`src/ctw_pkg.sv`:
```
// constants, types and code classifier shared by the tuple walker files
package ctw_pkg;

    // ----------------------------------------------------------------
    // tuple codes and markers
    // ----------------------------------------------------------------
    localparam logic [7:0] CODE_NULL_ENTRY    = 8'h00;
    localparam logic [7:0] CODE_COMMON_DEV    = 8'h01;
    localparam logic [7:0] CODE_DEV_EXT_LO    = 8'h02;
    localparam logic [7:0] CODE_DEV_EXT_HI    = 8'h07;
    localparam logic [7:0] CODE_CHECKSUM      = 8'h10;
    localparam logic [7:0] CODE_FAR_ATTR      = 8'h11;
    localparam logic [7:0] CODE_FAR_COMMON    = 8'h12;
    localparam logic [7:0] CODE_JUMP_TARGET   = 8'h13;
    localparam logic [7:0] CODE_NO_JUMP       = 8'h14;
    localparam logic [7:0] CODE_PRODUCT_INFO  = 8'h15;
    localparam logic [7:0] CODE_ALT_STRINGS   = 8'h16;
    localparam logic [7:0] CODE_ATTR_DEV      = 8'h17;
    localparam logic [7:0] CODE_COMMON_PROG   = 8'h18;
    localparam logic [7:0] CODE_ATTR_PROG     = 8'h19;
    localparam logic [7:0] CODE_L2_VERSION    = 8'h40;
    localparam logic [7:0] CODE_FORMAT        = 8'h41;
    localparam logic [7:0] CODE_GEOMETRY      = 8'h42;
    localparam logic [7:0] CODE_BYTE_ORDER    = 8'h43;
    localparam logic [7:0] CODE_INIT_DATE     = 8'h44;
    localparam logic [7:0] CODE_BATTERY_DATE  = 8'h45;
    localparam logic [7:0] CODE_DATA_ORG      = 8'h46;
    localparam logic [7:0] CODE_VENDOR_LO     = 8'h80;
    localparam logic [7:0] CODE_END_OF_CHAIN  = 8'hFF;
    localparam logic [7:0] LINK_LAST          = 8'hFF;
    localparam logic [7:0] TERM_BYTE          = 8'hFF;
    // first body byte of a format entry that marks a disk-like format
    localparam logic [7:0] FMT_DISK_TYPE      = 8'h00;

    // ----------------------------------------------------------------
    // addressing and sizes
    // ----------------------------------------------------------------
    localparam int ATTR_ADDR_SHIFT = 1;
    localparam int MAX_BYTES_DEF   = 2048;
    localparam int ADDR_W_DEF      = 26;
    localparam int BUF_DEPTH       = 2;

    // ----------------------------------------------------------------
    // classification
    // ----------------------------------------------------------------
    typedef enum logic [4:0] {
        CLS_NULL, CLS_COMMON_DEV, CLS_DEV_EXT, CLS_CHECKSUM, CLS_FAR_ATTR,
        CLS_FAR_COMMON, CLS_JUMP_TARGET, CLS_NO_JUMP, CLS_PRODUCT_INFO,
        CLS_ALT_STRINGS, CLS_ATTR_DEV, CLS_COMMON_PROG, CLS_ATTR_PROG,
        CLS_L2_VERSION, CLS_FORMAT, CLS_GEOMETRY, CLS_BYTE_ORDER,
        CLS_INIT_DATE, CLS_BATTERY_DATE, CLS_DATA_ORG, CLS_UNRECOGNIZED,
        CLS_VENDOR, CLS_END
    } ctw_class_t;

    // ----------------------------------------------------------------
    // buffered item layout: hdr, last, class, unrec, vendor, misplaced, link, byte
    // ----------------------------------------------------------------
    localparam int ITEM_BYTE_LSB  = 0;
    localparam int ITEM_LINK_LSB  = 8;
    localparam int ITEM_MISP_BIT  = 16;
    localparam int ITEM_VEND_BIT  = 17;
    localparam int ITEM_UNREC_BIT = 18;
    localparam int ITEM_CLS_LSB   = 19;
    localparam int ITEM_LAST_BIT  = 24;
    localparam int ITEM_HDR_BIT   = 25;
    localparam int ITEM_W         = 26;

    function automatic ctw_class_t ctw_classify(input logic [7:0] code);
        ctw_class_t c;
        c = CLS_UNRECOGNIZED;
        case (code)
            CODE_NULL_ENTRY:   c = CLS_NULL;
            CODE_COMMON_DEV:   c = CLS_COMMON_DEV;
            CODE_CHECKSUM:     c = CLS_CHECKSUM;
            CODE_FAR_ATTR:     c = CLS_FAR_ATTR;
            CODE_FAR_COMMON:   c = CLS_FAR_COMMON;
            CODE_JUMP_TARGET:  c = CLS_JUMP_TARGET;
            CODE_NO_JUMP:      c = CLS_NO_JUMP;
            CODE_PRODUCT_INFO: c = CLS_PRODUCT_INFO;
            CODE_ALT_STRINGS:  c = CLS_ALT_STRINGS;
            CODE_ATTR_DEV:     c = CLS_ATTR_DEV;
            CODE_COMMON_PROG:  c = CLS_COMMON_PROG;
            CODE_ATTR_PROG:    c = CLS_ATTR_PROG;
            CODE_L2_VERSION:   c = CLS_L2_VERSION;
            CODE_FORMAT:       c = CLS_FORMAT;
            CODE_GEOMETRY:     c = CLS_GEOMETRY;
            CODE_BYTE_ORDER:   c = CLS_BYTE_ORDER;
            CODE_INIT_DATE:    c = CLS_INIT_DATE;
            CODE_BATTERY_DATE: c = CLS_BATTERY_DATE;
            CODE_DATA_ORG:     c = CLS_DATA_ORG;
            CODE_END_OF_CHAIN: c = CLS_END;
            default: begin
                if (code >= CODE_DEV_EXT_LO && code <= CODE_DEV_EXT_HI) begin
                    c = CLS_DEV_EXT;
                end else if (code >= CODE_VENDOR_LO) begin
                    c = CLS_VENDOR;
                end else begin
                    c = CLS_UNRECOGNIZED;
                end
            end
        endcase
        return c;
    endfunction

endpackage

```
`src/ctw_skid.sv`:
```
// two-entry buffer between the walker and the item consumer
`timescale 1ns/1ns
`default_nettype none
module ctw_skid #(
    parameter int W = 8
) (
    input  wire logic         clk,
    input  wire logic         reset,
    input  wire logic         ce,
    input  wire logic         in_valid,
    output logic              in_ready,
    input  wire logic [W-1:0] in_data,
    output logic              out_valid,
    input  wire logic         out_ready,
    output logic [W-1:0]      out_data
);
    import ctw_pkg::*;

    typedef struct packed {
        logic [1:0]   cnt;
        logic [W-1:0] head;
        logic [W-1:0] tail;
    } ctw_skid_t;

    ctw_skid_t s_q;
    ctw_skid_t s_d;
    logic      push;
    logic      pop;

    initial begin
        if (W < 1) begin
            $error("ctw_skid: width must be positive");
        end
    end

    // ready is a plain decode of the count, so the producer never loses a word
    assign in_ready  = (s_q.cnt != 2'(BUF_DEPTH));
    assign out_valid = (s_q.cnt != 2'h0);
    assign out_data  = s_q.head;
    assign push      = in_valid && in_ready;
    assign pop       = out_valid && out_ready;

    always_comb begin
        s_d = s_q;
        case ({push, pop})
            2'b10: begin
                if (s_q.cnt == 2'h0) begin
                    s_d.head = in_data;
                end else begin
                    s_d.tail = in_data;
                end
                s_d.cnt = s_q.cnt + 2'h1;
            end
            2'b01: begin
                s_d.head = s_q.tail;
                s_d.cnt  = s_q.cnt - 2'h1;
            end
            2'b11: begin
                if (s_q.cnt == 2'h1) begin
                    s_d.head = in_data;
                end else begin
                    s_d.head = s_q.tail;
                    s_d.tail = in_data;
                end
            end
            default: begin
                s_d = s_q;
            end
        endcase
    end

    always_ff @(posedge clk or posedge reset) begin
        if (reset) begin
            s_q <= '0;
        end else if (ce) begin
            s_q <= s_d;
        end
    end
endmodule
`default_nettype wire

```
`src/ctw_walker.sv`:
```
// card information structure tuple walker over attribute memory space
//
// Contract
// - chain lives at attribute address zero; the walk starts fetching there.
// - first tuple byte is the type code and selects the class.
// - code FFh ends the chain; nothing more is fetched.
// - second byte is body length; next tuple at start plus two plus it.
// - link zero means empty body; next tuple follows the two header bytes.
// - link FFh marks this tuple as the last one; then stop.
// - a tuple is never treated as longer than two plus link bytes.
// - terminator byte may end a body early; reads never go past link length.
// - code 1 common device info, 17h attribute device info, 2-7 extensions.
// - codes 10h to 14h decode as checksum and jump control entries.
// - 15h product text, 16h alt strings, 18h and 19h programming info.
// - codes 40h to 46h decode as recording-format entries.
// - geometry only for disk-like, byte order only memory-like; flag misuse.
// - reserved and incompatible device codes flagged unrecognized, skipped by link.
// - code zero is one byte only; no link byte is read.
// - attribute bytes sit at even addresses; two card addresses per byte.
// - multi-byte body fields are assembled least significant byte first.
`timescale 1ns/1ns
`default_nettype none
module ctw_walker #(
    parameter int MAX_BYTES = ctw_pkg::MAX_BYTES_DEF,
    parameter int ADDR_W    = ctw_pkg::ADDR_W_DEF
) (
    input  wire logic                clk,
    input  wire logic                reset,
    input  wire logic                ce,
    input  wire logic                start,
    output logic                     rd_req,
    output logic [ADDR_W-1:0]        rd_addr,
    input  wire logic                rd_ack,
    input  wire logic [7:0]          rd_data,
    output logic                     out_valid,
    input  wire logic                out_ready,
    output logic                     out_hdr,
    output logic                     out_last,
    output ctw_pkg::ctw_class_t      out_class,
    output logic                     out_unrecognized,
    output logic                     out_vendor,
    output logic                     out_misplaced,
    output logic [7:0]               out_link,
    output logic [7:0]               out_byte,
    output logic [15:0]              field_word,
    output logic                     busy,
    output logic                     done,
    output logic                     chain_error
);
    import ctw_pkg::*;

    localparam int POS_W = $clog2(MAX_BYTES + 260);

    initial begin
        if (MAX_BYTES < 2 || ADDR_W < POS_W + ATTR_ADDR_SHIFT) begin
            $error("ctw_walker: size or address width cannot be served");
        end
    end

    // ------------------------------------------------------------------
    // state
    // ------------------------------------------------------------------
    typedef enum logic [2:0] {
        ST_IDLE, ST_CODE, ST_LINK, ST_HDR, ST_BODY, ST_BPUSH
    } ctw_state_t;

    typedef struct packed {
        ctw_state_t         st;
        logic [POS_W-1:0]   pos;
        logic [POS_W-1:0]   nxt;
        logic [7:0]         code;
        logic [7:0]         link;
        logic [7:0]         cnt;
        logic               fmt_seen;
        logic               fmt_disk;
        logic [15:0]        word;
        logic               item_valid;
        logic [ITEM_W-1:0]  item;
        logic               req;
        logic [ADDR_W-1:0]  addr;
        logic               busy;
        logic               done;
        logic               err;
    } ctw_walk_t;

    ctw_walk_t         s_q;
    ctw_walk_t         s_d;
    logic              buf_ready;
    logic [ITEM_W-1:0] buf_data;
    ctw_class_t        cls;
    logic              misplaced;
    logic              term_type;
    logic              body_end;

    // byte position to card address: even bytes only in attribute space
    function automatic logic [ADDR_W-1:0] card_addr(input logic [POS_W-1:0] p);
        return ADDR_W'(p) << ATTR_ADDR_SHIFT;
    endfunction

    function automatic logic [ITEM_W-1:0] make_item(
        input logic hdr, input logic last, input ctw_class_t c,
        input logic misp, input logic [7:0] lnk, input logic [7:0] b);
        logic [ITEM_W-1:0] it;
        it = '0;
        it[ITEM_HDR_BIT]                = hdr;
        it[ITEM_LAST_BIT]               = last;
        it[ITEM_CLS_LSB +: 5]           = c;
        it[ITEM_UNREC_BIT]              = (c == CLS_UNRECOGNIZED);
        it[ITEM_VEND_BIT]               = (c == CLS_VENDOR);
        it[ITEM_MISP_BIT]               = misp;
        it[ITEM_LINK_LSB +: 8]          = lnk;
        it[ITEM_BYTE_LSB +: 8]          = b;
        return it;
    endfunction

    assign cls = ctw_classify(s_q.code);
    // wrong-kind format entries are flagged but still walked past
    assign misplaced = s_q.fmt_seen &&
        ((cls == CLS_GEOMETRY && !s_q.fmt_disk) || (cls == CLS_BYTE_ORDER && s_q.fmt_disk));
    assign term_type = (cls == CLS_PRODUCT_INFO) || (cls == CLS_ALT_STRINGS);
    // body ends at the link length whatever the content, or early at a terminator in a 15h or 16h tuple
    assign body_end  = (s_q.cnt + 8'h01 == s_q.link) || (term_type && rd_data == TERM_BYTE);

    // ------------------------------------------------------------------
    // walk sequencer
    // ------------------------------------------------------------------
    always_comb begin
        s_d = s_q;
        case (s_q.st)
            ST_IDLE: begin
                if (start) begin
                    s_d.pos      = '0;
                    s_d.addr     = '0;
                    s_d.req      = 1'b1;
                    s_d.busy     = 1'b1;
                    s_d.done     = 1'b0;
                    s_d.err      = 1'b0;
                    s_d.fmt_seen = 1'b0;
                    s_d.fmt_disk = 1'b0;
                    s_d.st       = ST_CODE;
                end
            end
            ST_CODE: begin
                if (rd_ack) begin
                    s_d.req  = 1'b0;
                    s_d.code = rd_data;
                    if (rd_data == CODE_END_OF_CHAIN) begin
                        s_d.busy = 1'b0;
                        s_d.done = 1'b1;
                        s_d.st   = ST_IDLE;
                    end else if (rd_data == CODE_NULL_ENTRY) begin
                        s_d.pos = s_q.pos + 1'b1;
                        if (s_d.pos >= POS_W'(MAX_BYTES)) begin
                            s_d.err  = 1'b1;
                            s_d.busy = 1'b0;
                            s_d.done = 1'b1;
                            s_d.st   = ST_IDLE;
                        end else begin
                            s_d.addr = card_addr(s_d.pos);
                            s_d.req  = 1'b1;
                        end
                    end else begin
                        s_d.pos  = s_q.pos + 1'b1;
                        s_d.addr = card_addr(s_d.pos);
                        s_d.req  = 1'b1;
                        s_d.st   = ST_LINK;
                    end
                end
            end
            ST_LINK: begin
                if (rd_ack) begin
                    s_d.req        = 1'b0;
                    s_d.link       = rd_data;
                    s_d.cnt        = '0;
                    s_d.word       = '0;
                    s_d.nxt        = s_q.pos + 1'b1 + POS_W'(rd_data);
                    s_d.item       = make_item(1'b1, rd_data == LINK_LAST, cls, misplaced, rd_data, s_q.code);
                    s_d.item_valid = 1'b1;
                    s_d.st         = ST_HDR;
                end
            end
            ST_HDR: begin
                if (buf_ready) begin
                    s_d.item_valid = 1'b0;
                    if (s_q.link == LINK_LAST) begin
                        s_d.busy = 1'b0;
                        s_d.done = 1'b1;
                        s_d.st   = ST_IDLE;
                    end else if (s_q.nxt >= POS_W'(MAX_BYTES)) begin
                        s_d.err  = 1'b1;
                        s_d.busy = 1'b0;
                        s_d.done = 1'b1;
                        s_d.st   = ST_IDLE;
                    end else if (s_q.link == 8'h00) begin
                        s_d.pos  = s_q.nxt;
                        s_d.addr = card_addr(s_q.nxt);
                        s_d.req  = 1'b1;
                        s_d.st   = ST_CODE;
                    end else begin
                        s_d.pos  = s_q.pos + 1'b1;
                        s_d.addr = card_addr(s_d.pos);
                        s_d.req  = 1'b1;
                        s_d.st   = ST_BODY;
                    end
                end
            end
            ST_BODY: begin
                if (rd_ack) begin
                    s_d.req = 1'b0;
                    if (s_q.cnt == 8'h00) begin
                        s_d.word[7:0] = rd_data;
                        if (cls == CLS_FORMAT) begin
                            s_d.fmt_seen = 1'b1;
                            s_d.fmt_disk = (rd_data == FMT_DISK_TYPE);
                        end
                    end else if (s_q.cnt == 8'h01) begin
                        s_d.word[15:8] = rd_data;
                    end
                    s_d.item       = make_item(1'b0, body_end, cls, misplaced, s_q.link, rd_data);
                    s_d.item_valid = 1'b1;
                    s_d.cnt        = s_q.cnt + 8'h01;
                    s_d.st         = ST_BPUSH;
                end
            end
            ST_BPUSH: begin
                if (buf_ready) begin
                    s_d.item_valid = 1'b0;
                    if (s_q.item[ITEM_LAST_BIT]) begin
                        s_d.pos  = s_q.nxt;
                        s_d.addr = card_addr(s_q.nxt);
                        s_d.req  = 1'b1;
                        s_d.st   = ST_CODE;
                    end else begin
                        s_d.pos  = s_q.pos + 1'b1;
                        s_d.addr = card_addr(s_d.pos);
                        s_d.req  = 1'b1;
                        s_d.st   = ST_BODY;
                    end
                end
            end
            default: begin
                s_d.st = ST_IDLE;
            end
        endcase
    end

    always_ff @(posedge clk or posedge reset) begin
        if (reset) begin
            s_q <= '0;
        end else if (ce) begin
            s_q <= s_d;
        end
    end

    // ------------------------------------------------------------------
    // output buffer; a stalled consumer holds the walk in HDR or BPUSH
    // ------------------------------------------------------------------
    ctw_skid #(
        .W (ITEM_W)
    ) u_buf (
        .clk       (clk),
        .reset     (reset),
        .ce        (ce),
        .in_valid  (s_q.item_valid),
        .in_ready  (buf_ready),
        .in_data   (s_q.item),
        .out_valid (out_valid),
        .out_ready (out_ready),
        .out_data  (buf_data)
    );

    assign out_hdr          = buf_data[ITEM_HDR_BIT];
    assign out_last         = buf_data[ITEM_LAST_BIT];
    assign out_class        = ctw_class_t'(buf_data[ITEM_CLS_LSB +: 5]);
    assign out_unrecognized = buf_data[ITEM_UNREC_BIT];
    assign out_vendor       = buf_data[ITEM_VEND_BIT];
    assign out_misplaced    = buf_data[ITEM_MISP_BIT];
    assign out_link         = buf_data[ITEM_LINK_LSB +: 8];
    assign out_byte         = buf_data[ITEM_BYTE_LSB +: 8];
    assign field_word       = s_q.word;
    assign rd_req           = s_q.req;
    assign rd_addr          = s_q.addr;
    assign busy             = s_q.busy;
    assign done             = s_q.done;
    assign chain_error      = s_q.err;
endmodule
`default_nettype wire

```
`config.mk`:
```
export PLATFORM = sky130hd
export DESIGN_NAME = ctw_walker
export DESIGN_NICKNAME = d
export VERILOG_FILES = /design/src/ctw_pkg.sv /design/src/ctw_skid.sv /design/src/ctw_walker.sv
export SDC_FILE = /design/constraint.sdc
export NUM_CORES = 1
export LEC_CHECK = 0
export BUFFER_PORTS_ARGS = -buffer_cell sky130_fd_sc_hd__clkbuf_2
export CORE_MARGIN = 2
export CORE_UTILIZATION = 54
export CTS_CLUSTER_DIAMETER = 30
export CTS_CLUSTER_SIZE = 16
export DETAILED_ROUTE_END_ITERATION = 10
export PLACE_DENSITY = 0.77
export RECOVER_POWER = 50
export SYNTH_ARGS = -nofsm -noshare
export SYNTH_HDL_FRONTEND = slang
export SYNTH_SLANG_ARGS = --single-unit
```
`constraint.sdc`:
```
create_clock -name clk -period 5.3 [get_ports clk]
set_clock_uncertainty 0.1 [all_clocks]
set_input_delay 0.53 -clock clk [delete_from_list [all_inputs] [get_ports clk]]
set_output_delay 0.53 -clock clk [all_outputs]
set_load 0.1 [all_outputs]
```
**Word-level counts from Yosys, hierarchy flattened**

Index checks and enable logic that the tools add are counted.

- Logic and storage cells: 203
- Output and inout bits: 73
- Bits of input ports: 14
- Register bits after elaboration: 180

- Add/sub/neg operators: 5
- Magnitude comparators: 5
- Eq/ne operators: 65
- Muxes and demuxes: 64
- Reductions and logical operators: 44

Operators with widths:

| cell | count |
|---|---|
| $mux 27 | 6 |
| $mux 15 | 7 |
| $mux 26 | 4 |
| $pmux 26 s2 | 2 |
| $pmux 26 s4 | 1 |
| $pmux 5 s20 | 1 |
| $mux 30 | 3 |
| $eq 8x5->1 const B | 10 |
| $pmux 26 s3 | 1 |
| $eq 8x7->1 const B | 7 |
| $mux 54 | 1 |
| $pmux 12 s4 | 1 |
| $mux 44 | 1 |
| $mux 12 | 3 |
| $ne 2x2->1 const B | 17 |
| $logic_not 8->1 | 4 |
| $mux 8 | 4 |
| $pmux 16 s2 | 1 |
| $reduce_and 10->1 | 3 |
| $mux 3 | 9 |
| $mux 13 | 2 |
| $eq 8x8->1 const B | 3 |
| $ge 12x12->1 const B | 2 |
| $eq 5x4->1 const B | 4 |
| 45 further kinds | 86 |

**Depth between registers and ports, before layout**

- Word-level depth: 10
- Depth in mapped cells: 10
- Mapped depth without buffers: 10

**Modules after synthesis**

A second synthesis with hierarchy kept.

- Cell total of the unflattened synthesis: 971
- Area total of the unflattened synthesis: 9584.2 um^2

By module, submodules not included:

| module | area each (um^2) | sequential area each (um^2) | instances | cells an instance |
|---|---|---|---|---|
| ctw_walker | 6812.8 | 2802.7 | 1 | 774 |
| ctw_skid | 2771.4 | 1351.3 | 1 | 197 |

**Worst setup path before layout**

No wires, ideal clock.

- Kind: reg2reg
- Start point: reg s_q[111] (netlist name)
- End point: reg s_q[110] (netlist name)
- Setup slack: 2.550 ns
- Stages on the path, launching flop included: 11
- Arrival time: 2.521 ns
- Buffers on the path: 0
- Clock period less this slack: 2.750 ns
- Library setup time: 0.129 ns
- Required time: 5.071 ns
- Path through: dfrtp_1 -> ha_1 -> and3_1 -> xnor2_1 -> ha_1 -> o21ai_0 -> a21boi_0 -> o221ai_1 -> a2111oi_0 -> xnor2_1 -> o21ai_1

- Word-level cells in the longest chain between the ends: 2

Ends and longest elaborated chain:

| item | line | text |
|---|---|---|
| start: declaration | ctw_walker.sv:86 | `ctw_walk_t s_q;` |
| start signal: assignment | ctw_walker.sv:249 | `s_q <= '0;` |
| start signal: assignment | ctw_walker.sv:251 | `s_q <= s_d;` |
| $add 12x1->12 | ctw_walker.sv:176 | `s_d.nxt = s_q.pos + 1'b1 + POS_W'(rd_data);` |
| $add 12x8->12 | ctw_walker.sv:176 |  |

No other way between the ends.
A chain may end at the register's enable or synchronous reset.

**Final worst setup path**

- Start point: reg s_q[123] (netlist name)
- End point: reg s_q (netlist bit field_word[14])

- Word-level cells in the longest chain between the ends: 3
- Elaborated cells on any way between the ends: 9
- Classes of those cells: 6 x eq/ne; 1 x mux; 2 x reduce/logical

Ends and longest elaborated chain:

| item | line | text |
|---|---|---|
| $eq 3x3->1 / $eq 3x2->1 (equally long branches) | ctw_walker.sv:129 | `case (s_q.st)` |
| $ne 2x2->1 (no source line) / $reduce_bool 2->1 (equally long branches) | n/a |  |
| $reduce_and 6->1 (no source line) | n/a |  |

Parallel ways exist; a longest one is shown, timed or not.

==> qor.csv <==
metric,value,unit
status,"complete, but fails checks",
failing checks,"max-capacitance violations, max-slew violations",
Power Dens Cells,639,mW/mm²
final slew viol count,91,
CTS Hold Bufs,0,
DR iter-0 viols,495,
vias,6626,
first-pass GRT wire length,32800,µm
Max VDD drop,0.000456,V
vias per inst,5.72,
TritonCTS buffer count,17,
synthesized cell area,0.00893,mm²
IO Pins,87,
max-cap violations,1,
FF-to-FF setup slack,1.42,ns
Async SR Flop Fraction,100,%
sink count of the clock tree,166,
port bufs,72,
Worst Tran Pin Value,3.29,ns
WHS Endpoint,s_q[98]$_DFFE_PP0P_,
Core Footprint,0.0163,mm²
"Top FF cell, synth",dfrtp_1,
Resized cells post-CTS,0,
Leak,4.35,nW
root buf cell,clkbuf_16,
largest net degree at the start of global routing,91,
die area,0.0176,mm²
Tcrit/Tclk final,73.3,%
width of the die,133,µm
Syn Area/Cell,9.60,µm²
Routed WL per cell,17.0,µm
row count,47,
number of synthesized register bits,166,
Reg-to-Reg Start,s_q[123]$_DFFE_PP0P_,
Die Span Y,133,µm
placement-stage cell area,0.00899,mm²
WS Path Type,flop to flop,
RSZ-0062 raised after global routing,false,
final WL,19700,µm
M2 GR Usage,35.9,%
Clock Path Buffers,2,
Top Usage Layer GRT,met2,
Cells after Synth,930,
Worst Path Required,5.45,ns
R2R Path End,field_word[14]$_DFFE_PP0P_,
synthesis-to-finish area growth,6.32,%
Final TNS setup,0,ns
Fillers,1493,
R2R depth,5,
crit path capture type,flop,
final worst path period need,3.88,ns
htree depth,4,
hold path depth,3,
Layout Nets,959,
Antenna Violating Nets Remaining,0,
YS warnings,0,
TritonCTS clock tree,yes,
max_slew headroom,-119,%
met3 usage,3.41,%
GRT overflow,0,
Initial Utilization,54.6,%
HP Start,rd_data[7],
area occupied by multi-input gates,0.00405,mm²
Final setup viols,0,
CP max FO,26,
sequential area share after synthesis,46.5,%
grt met1 use,33.5,%
Achievable Freq,0.257,GHz
GP Congestion,0.936,
residual DRC count,0,
Inserted Diodes,0,
WP data arrival,4.04,ns
register area,0.00415,mm²
Pre-antenna DRT Iters,5,
post-detail-place hpwl,13900,µm
clk slew on worst S/H paths,0.07,ns
final instance area,0.00949,mm²
synth unique cells,69,
Final Hold Viols,0,
crit start category,flop,
vias in the first global route,6403,
initial antenna violation count,0,
"EDFF count, synth",0,
layout cells sized above 1,15.8,%
clk_lat worst skew,0.43,ns
setup bufs post-CTS,0,
min-delay worst type,primary input to flop,
GR Util All Layers,23.1,%
-- cell type report --
| class | instances | share of cell area (%) |
|---|---|---|
| Timing Repair Buffer | 78 | 3.85 |
| Clock buffer | 18 | 4.63 |
| Sequential cell | 166 | 43.8 |
| Multi-Input combinational cell | 636 | 42.6 |
| Clock inverter | 13 | 1.17 |
| Inverter | 27 | 1.07 |
| Tap cell | 220 | 2.90 |
-- Yosys cell counts, types with 4 or more instances --
| library cell | number | area (µm²) |
|---|---|---|
| nand2b_1 | 6 | 37.5 |
| xor2_1 | 14 | 123 |
| a31oi_1 | 14 | 87.6 |
| a22oi_1 | 36 | 270 |
| clkbuf_1 | 38 | 143 |
| nand4_1 | 9 | 56.3 |
| o21a_1 | 5 | 37.5 |
| a21o_1 | 18 | 135 |
| a22o_1 | 10 | 87.6 |
| o21ai_0 | 78 | 390 |
| buf_4 | 66 | 495 |
| inv_1 | 27 | 101 |
| mux2_2 | 48 | 541 |
| a21oi_1 | 29 | 145 |
| and3_1 | 7 | 43.8 |
| buf_2 | 8 | 40.0 |
| nor3_1 | 14 | 70.1 |
| nand3_1 | 16 | 80.1 |
| xnor2_1 | 22 | 193 |
| mux2i_1 | 6 | 60.1 |
| o21ai_1 | 5 | 25.0 |
| ha_1 | 18 | 225 |
| and2_1 | 8 | 50.1 |
| dfrtp_1 | 166 | 4150 |
| o2bb2ai_1 | 4 | 35.0 |
| nand2_1 | 125 | 469 |
| nor2_1 | 59 | 221 |
| o31ai_1 | 7 | 52.6 |
| nor2b_1 | 6 | 37.5 |
| or4_1 | 4 | 30.0 |
-- sequential cells by signal (all words and copies together) (netlist names) --
register	count
chain_error	1
done	1
u_buf.out_data	26
rd_req	1
field_word	16
u_buf.s_q	28
s_q	80
rd_addr	12
busy	1
-- where the power goes --
part	switching [mW]	leakage (nW)	internal, mW
Combinational	1.99	1.94	0.746
Clock	0.540	0.270	0.625
Sequential	0.460	2.14	1.71
-- through the flow --
stage               setup WS, ns  std cells  power [mW]  utilization (%)  hold slack [ns]
finish                      1.42       1158        6.07             58.1            0.357
global route               0.649       1158        6.41             58.1            0.363
CTS                         1.47       1158        6.10             58.3            0.173
detailed placement          1.44       1127        4.93             55.0            0.369
global placement            1.72       1127        4.87             55.0            0.361
floorplan                  0.180        943        4.56                -            0.349
-- critical path, cell delays in order (launching register included) --
cell and delay [ns]:
dfrtp_1 0.67, nor3b_2 0.85, nand3_1 0.51, and2_1 0.35, nor4b_2 0.97, o21ai_0 0.25
-- metal layers --
metal / vias up / part of all wire (%)
li1: 3190 / -
met1: 3207 / 47
met2: 189 / 47
met3: 40 / 4.2
met4: 0 / 2.0
met5: - / 0
-- cell usage in the layout, fill, tap and decap left out, types with 4 or more instances in the layout --
cell type	count
dfrtp_1	166
nand2_1	125
o21ai_0	78
nor2_1	59
mux2_2	48
clkbuf_2	46
a22oi_1	36
a21oi_1	29
clkbuf_1	28
inv_1	27
xnor2_1	22
a21o_1	18
ha_1	18
clkbuf_16	17
nand3_1	16
a31oi_1	14
nor3_1	14
xor2_1	14
conb_1	14
a22o_1	10
nand4_1	9
and2_1	8
and3_1	7
o31ai_1	7
mux2i_1	6
nor2b_1	6
nand2b_1	6
o21a_1	5
inv_6	5
o2bb2ai_1	4
or4_1	4
o21ai_1	4
buf_4	4
-- worst max-delay path by stage --
stage                               from  slack, ns  cells past startpoint                         end
detailed placement  s_q[123]$_DFFE_PP0P_       1.44                      5  field_word[14]$_DFFE_PP0P_
global route                       reset       0.65                      3        s_q[125]$_DFFE_PP0P_
finish              s_q[123]$_DFFE_PP0P_       1.42                      5  field_word[14]$_DFFE_PP0P_
global placement    s_q[123]$_DFFE_PP0P_       1.72                      5  field_word[10]$_DFFE_PP0P_
floorplan                          reset       0.18                      1            busy$_DFFE_PP0P_
CTS                 s_q[123]$_DFFE_PP0P_       1.47                      5  field_word[12]$_DFFE_PP0P_
-- logic make-up (layout without fill, tap and decap cells) --
family,count (synthesis),count (layout),synth area share (%)
XOR/XNOR,36,36,3.53
AO/OA/AOI/OAI,235,235,16.9
multiplexers,54,54,6.73
AND/OR/NAND/NOR,278,278,14.6
other,1,14,0.0420
buffers and inverters,141,136,8.90
adder cells (fa/ha/maj),19,19,2.75
flip-flops,166,166,46.5
Note: power is estimated with default switching activity, not from simulation.
